### src/hw/car_pkg.sv
/*
 * Package for the configuration access router: port addresses, address field
 * positions, window sizes, route codes and the common request format.
 * Assumes a single host clock domain; all users import the whole package.
 */
`default_nettype none

package car_pkg;

	// ----------------------------------------------------------------
	// I/O port addresses
	// ----------------------------------------------------------------
	localparam logic [15:0] CAR_ADDR_PORT_IO  = 16'h0cf8;
	localparam logic [15:0] CAR_DATA_PORT_IO  = 16'h0cfc;
	localparam logic [3:0]  CAR_BE_DWORD      = 4'hf;
	localparam logic [31:0] CAR_ADDR_PORT_RST = 32'h0000_0000;

	// ----------------------------------------------------------------
	// Address port fields
	// ----------------------------------------------------------------
	localparam int CAR_ENABLE_BIT = 31;
	localparam int CAR_BUS_HI     = 23;
	localparam int CAR_BUS_LO     = 16;
	localparam int CAR_DEV_HI     = 15;
	localparam int CAR_DEV_LO     = 11;
	localparam int CAR_FUN_HI     = 10;
	localparam int CAR_FUN_LO     = 8;
	localparam int CAR_REG_HI     = 7;
	localparam int CAR_REG_LO     = 2;

	// ----------------------------------------------------------------
	// Enhanced window offset fields (bus*1MB, dev*32KB, fn*4KB)
	// ----------------------------------------------------------------
	localparam int CAR_WIN_BUS_LO = 20;
	localparam int CAR_WIN_DEV_LO = 15;
	localparam int CAR_WIN_FUN_LO = 12;
	localparam int CAR_WIN_EXT_LO = 8;
	localparam int CAR_WIN_EXT_HI = 11;

	// Window size select codes
	localparam logic [1:0] CAR_WIN_256MB = 2'h0;
	localparam logic [1:0] CAR_WIN_128MB = 2'h1;
	localparam logic [1:0] CAR_WIN_64MB  = 2'h2;
	localparam int CAR_WIN_SHIFT_256 = 28;
	localparam int CAR_WIN_SHIFT_128 = 27;
	localparam int CAR_WIN_SHIFT_64  = 26;

	// Internal device numbers on bus 0
	localparam logic [4:0] CAR_DEV_HOST  = 5'h00;
	localparam logic [4:0] CAR_DEV_GPORT = 5'h01;
	localparam logic [4:0] CAR_DEV_GFX   = 5'h02;
	localparam logic [2:0] CAR_FUN_0     = 3'h0;
	localparam logic [2:0] CAR_FUN_1     = 3'h1;
	localparam logic [7:0] CAR_BUS_ZERO  = 8'h00;
	localparam logic [3:0] CAR_EXT_ZERO  = 4'h0;

	// ----------------------------------------------------------------
	// Types
	// ----------------------------------------------------------------
	typedef enum logic [2:0] {
		CAR_RT_INTERNAL,
		CAR_RT_GFX_T0,
		CAR_RT_GFX_T1,
		CAR_RT_DML_T0,
		CAR_RT_DML_T1,
		CAR_RT_DML_ABORT
	} car_route_t;

	// Common internal configuration request
	typedef struct packed {
		logic       write;
		logic [7:0] bus;
		logic [4:0] dev;
		logic [2:0] fun;
		logic [3:0] extReg;
		logic [5:0] regDw;
		logic [3:0] byteEn;
		logic [31:0] data;
	} car_req_t;

	// Host processor bus request
	typedef struct packed {
		logic        valid;
		logic        isIo;
		logic        write;
		logic [31:0] addr;
		logic [3:0]  byteEn;
		logic [31:0] data;
	} car_host_t;

	// Bridge and enable configuration from the internal devices
	typedef struct packed {
		logic        winEnable;
		logic [31:0] winBase;
		logic [1:0]  winSize;
		logic        gportEn;
		logic        gfxFun0En;
		logic        gfxFun1En;
		logic [7:0]  secBus;
		logic [7:0]  subBus;
	} car_cfg_t;

endpackage : car_pkg

`default_nettype wire

### src/hw/car_router.sv
/*
 * Configuration access router: turns host I/O port and enhanced window
 * accesses into one internal request and picks its destination.
 * Assumes host requests are synchronous one-cycle pulses on clock and the
 * window base/size/enables arrive from the internal device registers.
 */
`default_nettype none

// Overview of operation
// - Dword write to address port latches target
// - Bit 31 set enables configuration cycles
// - Data port access becomes configuration cycle
// - Eight functions, 256 registers each
// - Each function owns 4096 bytes space
// - Extended region only through memory window
// - Window base lies below 4GB
// - Window size 256, 128 or 64MB
// - Separate winEnable bit enables enhanced window
// - Offset decodes bus, device, function, register
// - Four-bit extended index, zero when compatible
// - Both mechanisms yield one request format
// - Internal functions answer on bus 0
// - Other bus-0 and downstream go media link
// - Graphics link spaces go graphics port
// - Claim dev 0 fn 0; dev 1 fn 0 when gportEn set
// - Claim dev 2 fn 0 when gfxFun0En set; fn 1 needs gfxFun1En too
// - Bus in bridge range: graphics Type 1
// - Secondary bus dev 0 Type 0, else abort
// - Unclaimed go downstream Type 0 or 1
// - Non-dword address port access passes downstream
// - Bus number from address port 23:16

module car_router
	import car_pkg::*;
(
	// Clock and reset
	input  wire  logic               clock,
	input  wire  logic               arst_n,
	// Host processor bus side
	input  wire  car_pkg::car_host_t hostReq,
	input  wire  car_pkg::car_cfg_t  cfgIn,
	output var   logic [31:0]        addrPortRd,
	output var   logic               ioPassValid,
	output var   car_pkg::car_host_t ioPassReq,
	// Routed configuration request
	output var   logic               cfgValid,
	output var   car_pkg::car_req_t  cfgReq,
	output var   car_pkg::car_route_t cfgRoute
);
	import car_pkg::*;

	// ----------------------------------------------------------------
	// Local field widths and masks
	// ----------------------------------------------------------------
	localparam int          PORT_SEL_HI = 15;
	localparam int          PORT_SEL_LO = 2;
	localparam int          BUS_W       = 8;
	localparam int          DEV_W       = 5;
	localparam int          FUN_W       = 3;
	localparam logic [31:0] ALL_ONES    = 32'hffff_ffff;
	localparam logic [7:0]  BUS_ALL_256 = 8'hff;
	localparam logic [7:0]  BUS_ALL_128 = 8'h7f;
	localparam logic [7:0]  BUS_ALL_64  = 8'h3f;

	// ----------------------------------------------------------------
	// Address port decode
	// ----------------------------------------------------------------
	logic [31:0] addrPort_ff;
	logic [31:0] nxt_addrPort;
	wire         ioHit     = hostReq.valid && hostReq.isIo;
	wire         addrHit   = ioHit && (hostReq.addr[PORT_SEL_HI:PORT_SEL_LO] ==
	                         CAR_ADDR_PORT_IO[PORT_SEL_HI:PORT_SEL_LO]);
	wire         dataHit   = ioHit && (hostReq.addr[PORT_SEL_HI:PORT_SEL_LO] ==
	                         CAR_DATA_PORT_IO[PORT_SEL_HI:PORT_SEL_LO]);
	wire         addrDword = hostReq.byteEn == CAR_BE_DWORD;
	wire         addrWrite = addrHit && hostReq.write && addrDword;
	wire         addrPass  = addrHit && !addrDword;
	wire         portEn    = addrPort_ff[CAR_ENABLE_BIT];
	wire         dataPass  = dataHit && !portEn;
	wire         portCfg   = dataHit && portEn;

	assign nxt_addrPort = addrWrite ? hostReq.data : addrPort_ff;

	// ----------------------------------------------------------------
	// Enhanced window decode
	// ----------------------------------------------------------------
	// Size selects decode width
	logic [31:0] winMask;
	logic [7:0]  busMask;
	always_comb begin
		unique case (cfgIn.winSize)
			CAR_WIN_128MB: begin
				winMask = ALL_ONES << CAR_WIN_SHIFT_128;
				busMask = BUS_ALL_128;
			end
			CAR_WIN_64MB: begin
				winMask = ALL_ONES << CAR_WIN_SHIFT_64;
				busMask = BUS_ALL_64;
			end
			default: begin
				winMask = ALL_ONES << CAR_WIN_SHIFT_256;
				busMask = BUS_ALL_256;
			end
		endcase
	end

	// Base held in 32 bits, below 4GB
	wire [31:0] winOff = hostReq.addr & ~winMask;
	wire        winHit = hostReq.valid && !hostReq.isIo && cfgIn.winEnable &&
	                     ((hostReq.addr & winMask) == (cfgIn.winBase & winMask));

	// ----------------------------------------------------------------
	// Common request build
	// ----------------------------------------------------------------
	car_req_t portReq;
	car_req_t winReq;

	assign portReq.write  = hostReq.write;
	assign portReq.bus    = addrPort_ff[CAR_BUS_HI:CAR_BUS_LO];
	assign portReq.dev    = addrPort_ff[CAR_DEV_HI:CAR_DEV_LO];
	assign portReq.fun    = addrPort_ff[CAR_FUN_HI:CAR_FUN_LO];
	assign portReq.extReg = CAR_EXT_ZERO;
	assign portReq.regDw  = addrPort_ff[CAR_REG_HI:CAR_REG_LO];
	assign portReq.byteEn = hostReq.byteEn;
	assign portReq.data   = hostReq.data;

	assign winReq.write  = hostReq.write;
	assign winReq.bus    = winOff[CAR_WIN_BUS_LO +: BUS_W] & busMask;
	assign winReq.dev    = winOff[CAR_WIN_DEV_LO +: DEV_W];
	assign winReq.fun    = winOff[CAR_WIN_FUN_LO +: FUN_W];
	assign winReq.extReg = winOff[CAR_WIN_EXT_HI:CAR_WIN_EXT_LO];
	assign winReq.regDw  = winOff[CAR_REG_HI:CAR_REG_LO];
	assign winReq.byteEn = hostReq.byteEn;
	assign winReq.data   = hostReq.data;

	wire      reqValid = portCfg || winHit;
	car_req_t req;
	assign req = portCfg ? portReq : winReq;

	// ----------------------------------------------------------------
	// Routing
	// ----------------------------------------------------------------
	wire busZero  = req.bus == CAR_BUS_ZERO;
	wire busSec   = !busZero && (req.bus == cfgIn.secBus);
	wire busRange = !busZero && (req.bus > cfgIn.secBus) && (req.bus <= cfgIn.subBus);

	wire claimHost  = req.dev == CAR_DEV_HOST && req.fun == CAR_FUN_0;
	wire claimGport = req.dev == CAR_DEV_GPORT && req.fun == CAR_FUN_0 && cfgIn.gportEn;
	wire claimGfx0  = req.dev == CAR_DEV_GFX && req.fun == CAR_FUN_0 && cfgIn.gfxFun0En;
	wire claimGfx1  = req.dev == CAR_DEV_GFX && req.fun == CAR_FUN_1 &&
	                  cfgIn.gfxFun0En && cfgIn.gfxFun1En;
	wire claimInt   = busZero && (claimHost || claimGport || claimGfx0 || claimGfx1);

	car_route_t route;
	always_comb begin
		if (claimInt) begin
			route = CAR_RT_INTERNAL;
		end else if (busZero) begin
			route = CAR_RT_DML_T0;
		end else if (busSec) begin
			route = (req.dev == CAR_DEV_HOST) ? CAR_RT_GFX_T0 : CAR_RT_DML_ABORT;
		end else if (busRange) begin
			route = CAR_RT_GFX_T1;
		end else begin
			route = CAR_RT_DML_T1;
		end
	end

	// ----------------------------------------------------------------
	// Registers
	// ----------------------------------------------------------------
	logic       cfgValid_ff;
	car_req_t   cfgReq_ff;
	car_route_t cfgRoute_ff;
	logic       ioPassValid_ff;
	car_host_t  ioPassReq_ff;

	always_ff @(posedge clock or negedge arst_n) begin
		if (!arst_n) begin
			addrPort_ff <= CAR_ADDR_PORT_RST;
		end else begin
			addrPort_ff <= nxt_addrPort;
		end
	end

	// Configuration pulse, one per taken request
	always_ff @(posedge clock or negedge arst_n) begin
		if (!arst_n) begin
			cfgValid_ff <= 1'b0;
		end else begin
			cfgValid_ff <= reqValid;
		end
	end

	// Payload follows every cycle; only meaningful under the pulse
	always_ff @(posedge clock or negedge arst_n) begin
		if (!arst_n) begin
			cfgReq_ff <= '0;
		end else begin
			cfgReq_ff <= req;
		end
	end

	always_ff @(posedge clock or negedge arst_n) begin
		if (!arst_n) begin
			cfgRoute_ff <= CAR_RT_INTERNAL;
		end else begin
			cfgRoute_ff <= route;
		end
	end

	// Plain I/O pass-through pulse
	always_ff @(posedge clock or negedge arst_n) begin
		if (!arst_n) begin
			ioPassValid_ff <= 1'b0;
		end else begin
			ioPassValid_ff <= addrPass || dataPass;
		end
	end

	always_ff @(posedge clock or negedge arst_n) begin
		if (!arst_n) begin
			ioPassReq_ff <= '0;
		end else begin
			ioPassReq_ff <= hostReq;
		end
	end

	assign addrPortRd  = addrPort_ff;
	assign cfgValid    = cfgValid_ff;
	assign cfgReq      = cfgReq_ff;
	assign cfgRoute    = cfgRoute_ff;
	assign ioPassValid = ioPassValid_ff;
	assign ioPassReq   = ioPassReq_ff;

endmodule : car_router

`default_nettype wire

### config.mk
export PLATFORM = sky130hd
export DESIGN_NAME = car_router
export DESIGN_NICKNAME = d
export VERILOG_FILES = /design/src/hw/car_pkg.sv /design/src/hw/car_router.sv
export SDC_FILE = /design/constraint.sdc
export NUM_CORES = 1
export LEC_CHECK = 0
export ABC_AREA = 1
export CORE_AREA = 2 2 117 119
export DETAILED_ROUTE_END_ITERATION = 8
export DIE_AREA = 0 0 119 121
export DONT_BUFFER_PORTS = 1
export HOLD_SLACK_MARGIN = 0.06
export PLACE_DENSITY = 0.68
export SYNTH_ARGS = -nofsm -noshare
export SYNTH_HDL_FRONTEND = slang
export SYNTH_SLANG_ARGS = --single-unit
### constraint.sdc
create_clock -name clock -period 2.4 [get_ports clock]
set_clock_uncertainty 0.15 [all_clocks]
set_input_delay 0 -clock clock [delete_from_list [all_inputs] [get_ports clock]]
set_output_delay 0 -clock clock [all_outputs]
set_load 0.05 [all_outputs]
==> results of run 1 <==
[cells by family after synthesis]
| group | Yosys count | synth area share (%) |
|---|---|---|
| AOI/OAI and AO/OA | 57 | 5.93 |
| xor gates and xnor gates | 3 | 0.483 |
| adders and majority gates | 16 | 3.68 |
| buffers and inverters | 151 | 13.6 |
| DFF | 134 | 61.6 |
| and+or+nand+nor | 169 | 14.8 |
[through the flow]
step	std cells	setup TNS, ps
detailed placement	676	-102
global placement	676	-30.0
floorplan	530	-51.2
==> impl_metrics.json, run 1 <==
{
  "netlist_instances": 530,
  "seq_area_frac_synth_pct": 61.6,
  "initial_core_util_pct": 41.6,
  "dpl.hpwl_um": 9550,
  "rows": 42,
  "synthMostInstantiatedCell": "dfrtp_1",
  "port_buffers": 0,
  "stop_error": "[ERROR RSZ-0060] Max buffer count reached.",
  "synth_edf_count": 0,
  "cts_resized": 2,
  "outcome": "aborted with a tool error",
  "post_cts_buffers": 0,
  "dieHeight_um": 121,
  "cts_num_sinks": 134,
  "yosys_register_bits": 134,
  "netlist.area_leader.share_pct": 61.6,
  "cts_buffers": 17,
  "die_w_um": 119,
  "syn_avg_cell_area_um2": 10.3,
  "yosysWarnings": 0,
  "syn_area_um2": 5450,
  "synth_commonest_cells": "dfrtp_1, inv_1, nand2_1, buf_4, o21ai_1",
  "cts_buffer_depth": 2,
  "synthArstFlopShare_pct": 100,
  "synth_area_leaders": "dfrtp_1, inv_1, nand2_1, buf_4, ha_1",
  "place_ws_ps": -94.9,
  "place_area_um2": 5490,
  "synthFlopType": "dfrtp_1",
  "gp_congestion": 0.829,
  "root_buffer": "clkbuf_16",
  "hold_buffers": 142,
  "ios": 298,
  "cts.htree.levels": 4,
  "synth_largest_area_cell": "dfrtp_1",
  "synthDistinctLibCells": 34,
  "haltStage": "clock tree synthesis (4_1_cts)",
  "synth_fp_nets": 673
}
==> run 2: changes to the inputs <==
Settings changed: CORE_AREA 2 2 117 119 to default, CORE_MARGIN from default to 1, CORE_UTILIZATION from default to 30, DIE_AREA 0 0 119 121 to default, HOLD_SLACK_MARGIN 0.06 to default, PLACE_DENSITY 0.68 to default, PLACE_DENSITY_LB_ADDON from default to 0.15.
Clock period 2.4 ns to 3.12 ns, I/O delays scaled along.
==> run 2 against run 1 <==
Compared with the run above: the flow now finishes, with violations (hold timing); synthesized cell count did not move; area after synthesis is the same.
==> impl_metrics.json, run 2 <==
{
  "synthFlopType": "dfrtp_1",
  "port_buffers": 0,
  "cts_buffer_depth": 2,
  "max_freq_mhz": 355,
  "gp_congestion": 0.762,
  "start_kind": "input pin",
  "synth_area_leaders": "dfrtp_1, inv_1, nand2_1, buf_4, ha_1",
  "largest_register_ffs": 63,
  "yosys_register_bits": 134,
  "syn2layout_area_growth_pct": 29.3,
  "synthMostInstantiatedCell": "dfrtp_1",
  "drt_iter0_drc": 98,
  "drt-vias-per-instance": 4.37,
  "rows": 48,
  "p_leak_nw": 3.46,
  "worst_pin_slew_ps": 922,
  "path_clk_slew_ps": 60,
  "critPathSlowestCell": "dlygate4sd3_1",
  "grt_pass1_vias": 3780,
  "power_density_nw_per_um2": 654,
  "synth_edf_count": 0,
  "wl_met2_um": 6640,
  "grt_overflow": 0,
  "die_w_um": 137,
  "die_area_um2": 18700,
  "report.final.hold_viol_count": 134,
  "violations": "hold timing",
  "critPathKind": "in -> reg",
  "clock_latency_ps": 420,
  "cts_buffers": 17,
  "cts.htree.levels": 4,
  "grt_max_degree": 135,
  "crit_fanout": 9,
  "drv_cap": 0,
  "worstPathArrival_ps": 2960,
  "syn_area_um2": 5450,
  "slowest_delay_ps": 600,
  "dr.pass1.iters": 4,
  "syn_avg_cell_area_um2": 10.3,
  "synth_largest_area_cell": "dfrtp_1",
  "synth_commonest_cells": "dfrtp_1, inv_1, nand2_1, buf_4, o21ai_1",
  "track_usage_pct": 15.0,
  "outcome": "finished with violations",
  "ios": 298,
  "crit_path_cell_trace": "dlygate4sd3_1 -> nor2_2 -> nand3_1 -> nor2_4 -> nand4_1 -> nand2_1 -> inv_1 -> ha_1 -> nand2_1 -> nor2_1 -> nand3_1 -> nor3_1 -> nor2_1 -> a21oi_1 -> nand2_1 -> nor2_1 -> nor2_2",
  "finalMaxSlewViolations": 0,
  "final.min_clock_period_ps": 2810,
  "relSlewSlack_pct": 38.6,
  "netlist_instances": 530,
  "grt_pass1_wl_um": 20300,
  "vias": 3675,
  "layout_commonest_cell": "dfrtp_1",
  "core_um2": 17500,
  "layout_common_cells": "dfrtp_1, inv_1, nand2_1",
  "hold_buffers": 95,
  "seq_area_frac_synth_pct": 61.6,
  "worst-path-buf-inv": 2,
  "synth_fp_nets": 673,
  "drt-met1-wl_um": 5880,
  "route.met3.wl_um": 832,
  "whs_ps": -879,
  "critPathTopFamily": "simple AND/OR/NAND/NOR gates",
  "postRouteAntennaNets": 0,
  "cp-end-kind": "flop",
  "peakVddDrop_mv": 0.351,
  "rsz0062_at_grt": "no",
  "crit_required_ps": 3270,
  "root_buffer": "clkbuf_16",
  "cts_num_sinks": 134,
  "synthArstFlopShare_pct": 100,
  "finalCritPeriodShare_pct": 90.2,
  "netlist.area_leader.share_pct": 61.6,
  "dieHeight_um": 137,
  "synthDistinctLibCells": 34,
  "total_power_mw": 4.60,
  "routed_wl_um": 13500,
  "setup_viol": 0,
  "cts_tree": "yes",
  "drc": 0,
  "top_layer_used": "met4",
  "setup_tns_ps": 0,
  "grt_antenna_before_repair": 1,
  "drive_gt1_share_pct": 10.6,
  "wl_per_cell_um": 16.1,
  "dpl.hpwl_um": 9600,
  "final_nets": 745,
  "initial_core_util_pct": 31.1,
  "min_path_type": "in -> async",
  "yosysWarnings": 0
}
==> run 2: cell counts after synthesis <==
No cell type changed its count.
==> run 2: cell type report <==
| cell class | count | area, um2 |
|---|---|---|
| Multi-Input combinational cell | 245 | 1370 |
| Clock buffer | 19 | 443 |
| Fill cell | 1715 | 10500 |
| Sequential cell | 134 | 3350 |
| Tap cell | 225 | 282 |
| Inverter | 100 | 375 |
| Clock inverter | 13 | 196 |
| Antenna cell | 1 | 2.50 |
| Timing Repair Buffer | 104 | 1020 |
==> run 2: layer usage <==
metal	vias to the layer above	track usage, %
met4	0	6.48
li1	1758	-
met5	-	0
met1	1763	18.2
met2	143	24.6
met3	11	4.63
==> run 2: worst paths after layout <==
path	cells after the start	endpoint	slack, ps	start
hold / removal	0	cfgReq[28]	-880	arst_n
min in group clock	1	ioPassReq[52]	10	hostReq[52]
max in group asynchronous	0	cfgRoute[1]	3550	arst_n
setup reg to reg	14	cfgRoute[2]	450	addrPortRd[20]
hold reg to reg	4	cfgReq[57]	560	addrPortRd[19]
setup / recovery	17	cfgRoute[2]	310	hostReq[48]
==> run 2: worst register-to-register path, delay by kind of cell (launching register included) <==
| kind | cells | cell delay, ps |
|---|---|---|
| compound gates | 1 | 240 |
| flops | 1 | 580 |
| buf+inv | 2 | 270 |
| simple gates | 10 | 1030 |
| fa+ha+maj | 1 | 290 |
==> run 2: repair_timing <==
item / in CTS / in global routing
hold endpoints to repair: 268 / 134
resized for setup: 0 / 1
endpoints found under the setup margin: 0 / 1
setup buffers: 0 / 0
==> run 2: logic make-up after synthesis <==
| kind of cell | after synthesis | synth area share [%] |
|---|---|---|
| compound gates | 57 | 5.93 |
| xor+xnor | 3 | 0.483 |
| fa+ha+maj | 16 | 3.68 |
| flops | 134 | 61.6 |
| simple gates | 169 | 14.8 |
| buf+inv | 151 | 13.6 |
==> run 2: power breakdown <==
group / total (mW) / internal (mW) / switching (mW)
Combinational: 0.247 / 0.128 / 0.119
Sequential: 2.18 / 1.80 / 0.379
Clock: 2.17 / 1.37 / 0.800
Total: 4.60 / 3.30 / 1.30
==> run 2: stage by stage <==
step	worst slack [ps]	area, um2	hold WS (ps)	util, %	cells
finish	305	7040	-879	40.1	841
floorplan	345	5450	-446	-	530
detailed placement	365	5440	-444	31.0	713
global route	12.1	7040	-908	40.1	841
global placement	393	5440	-443	31.0	713
CTS	140	7030	-901	40.1	840
(Power assumes the default switching activity.)
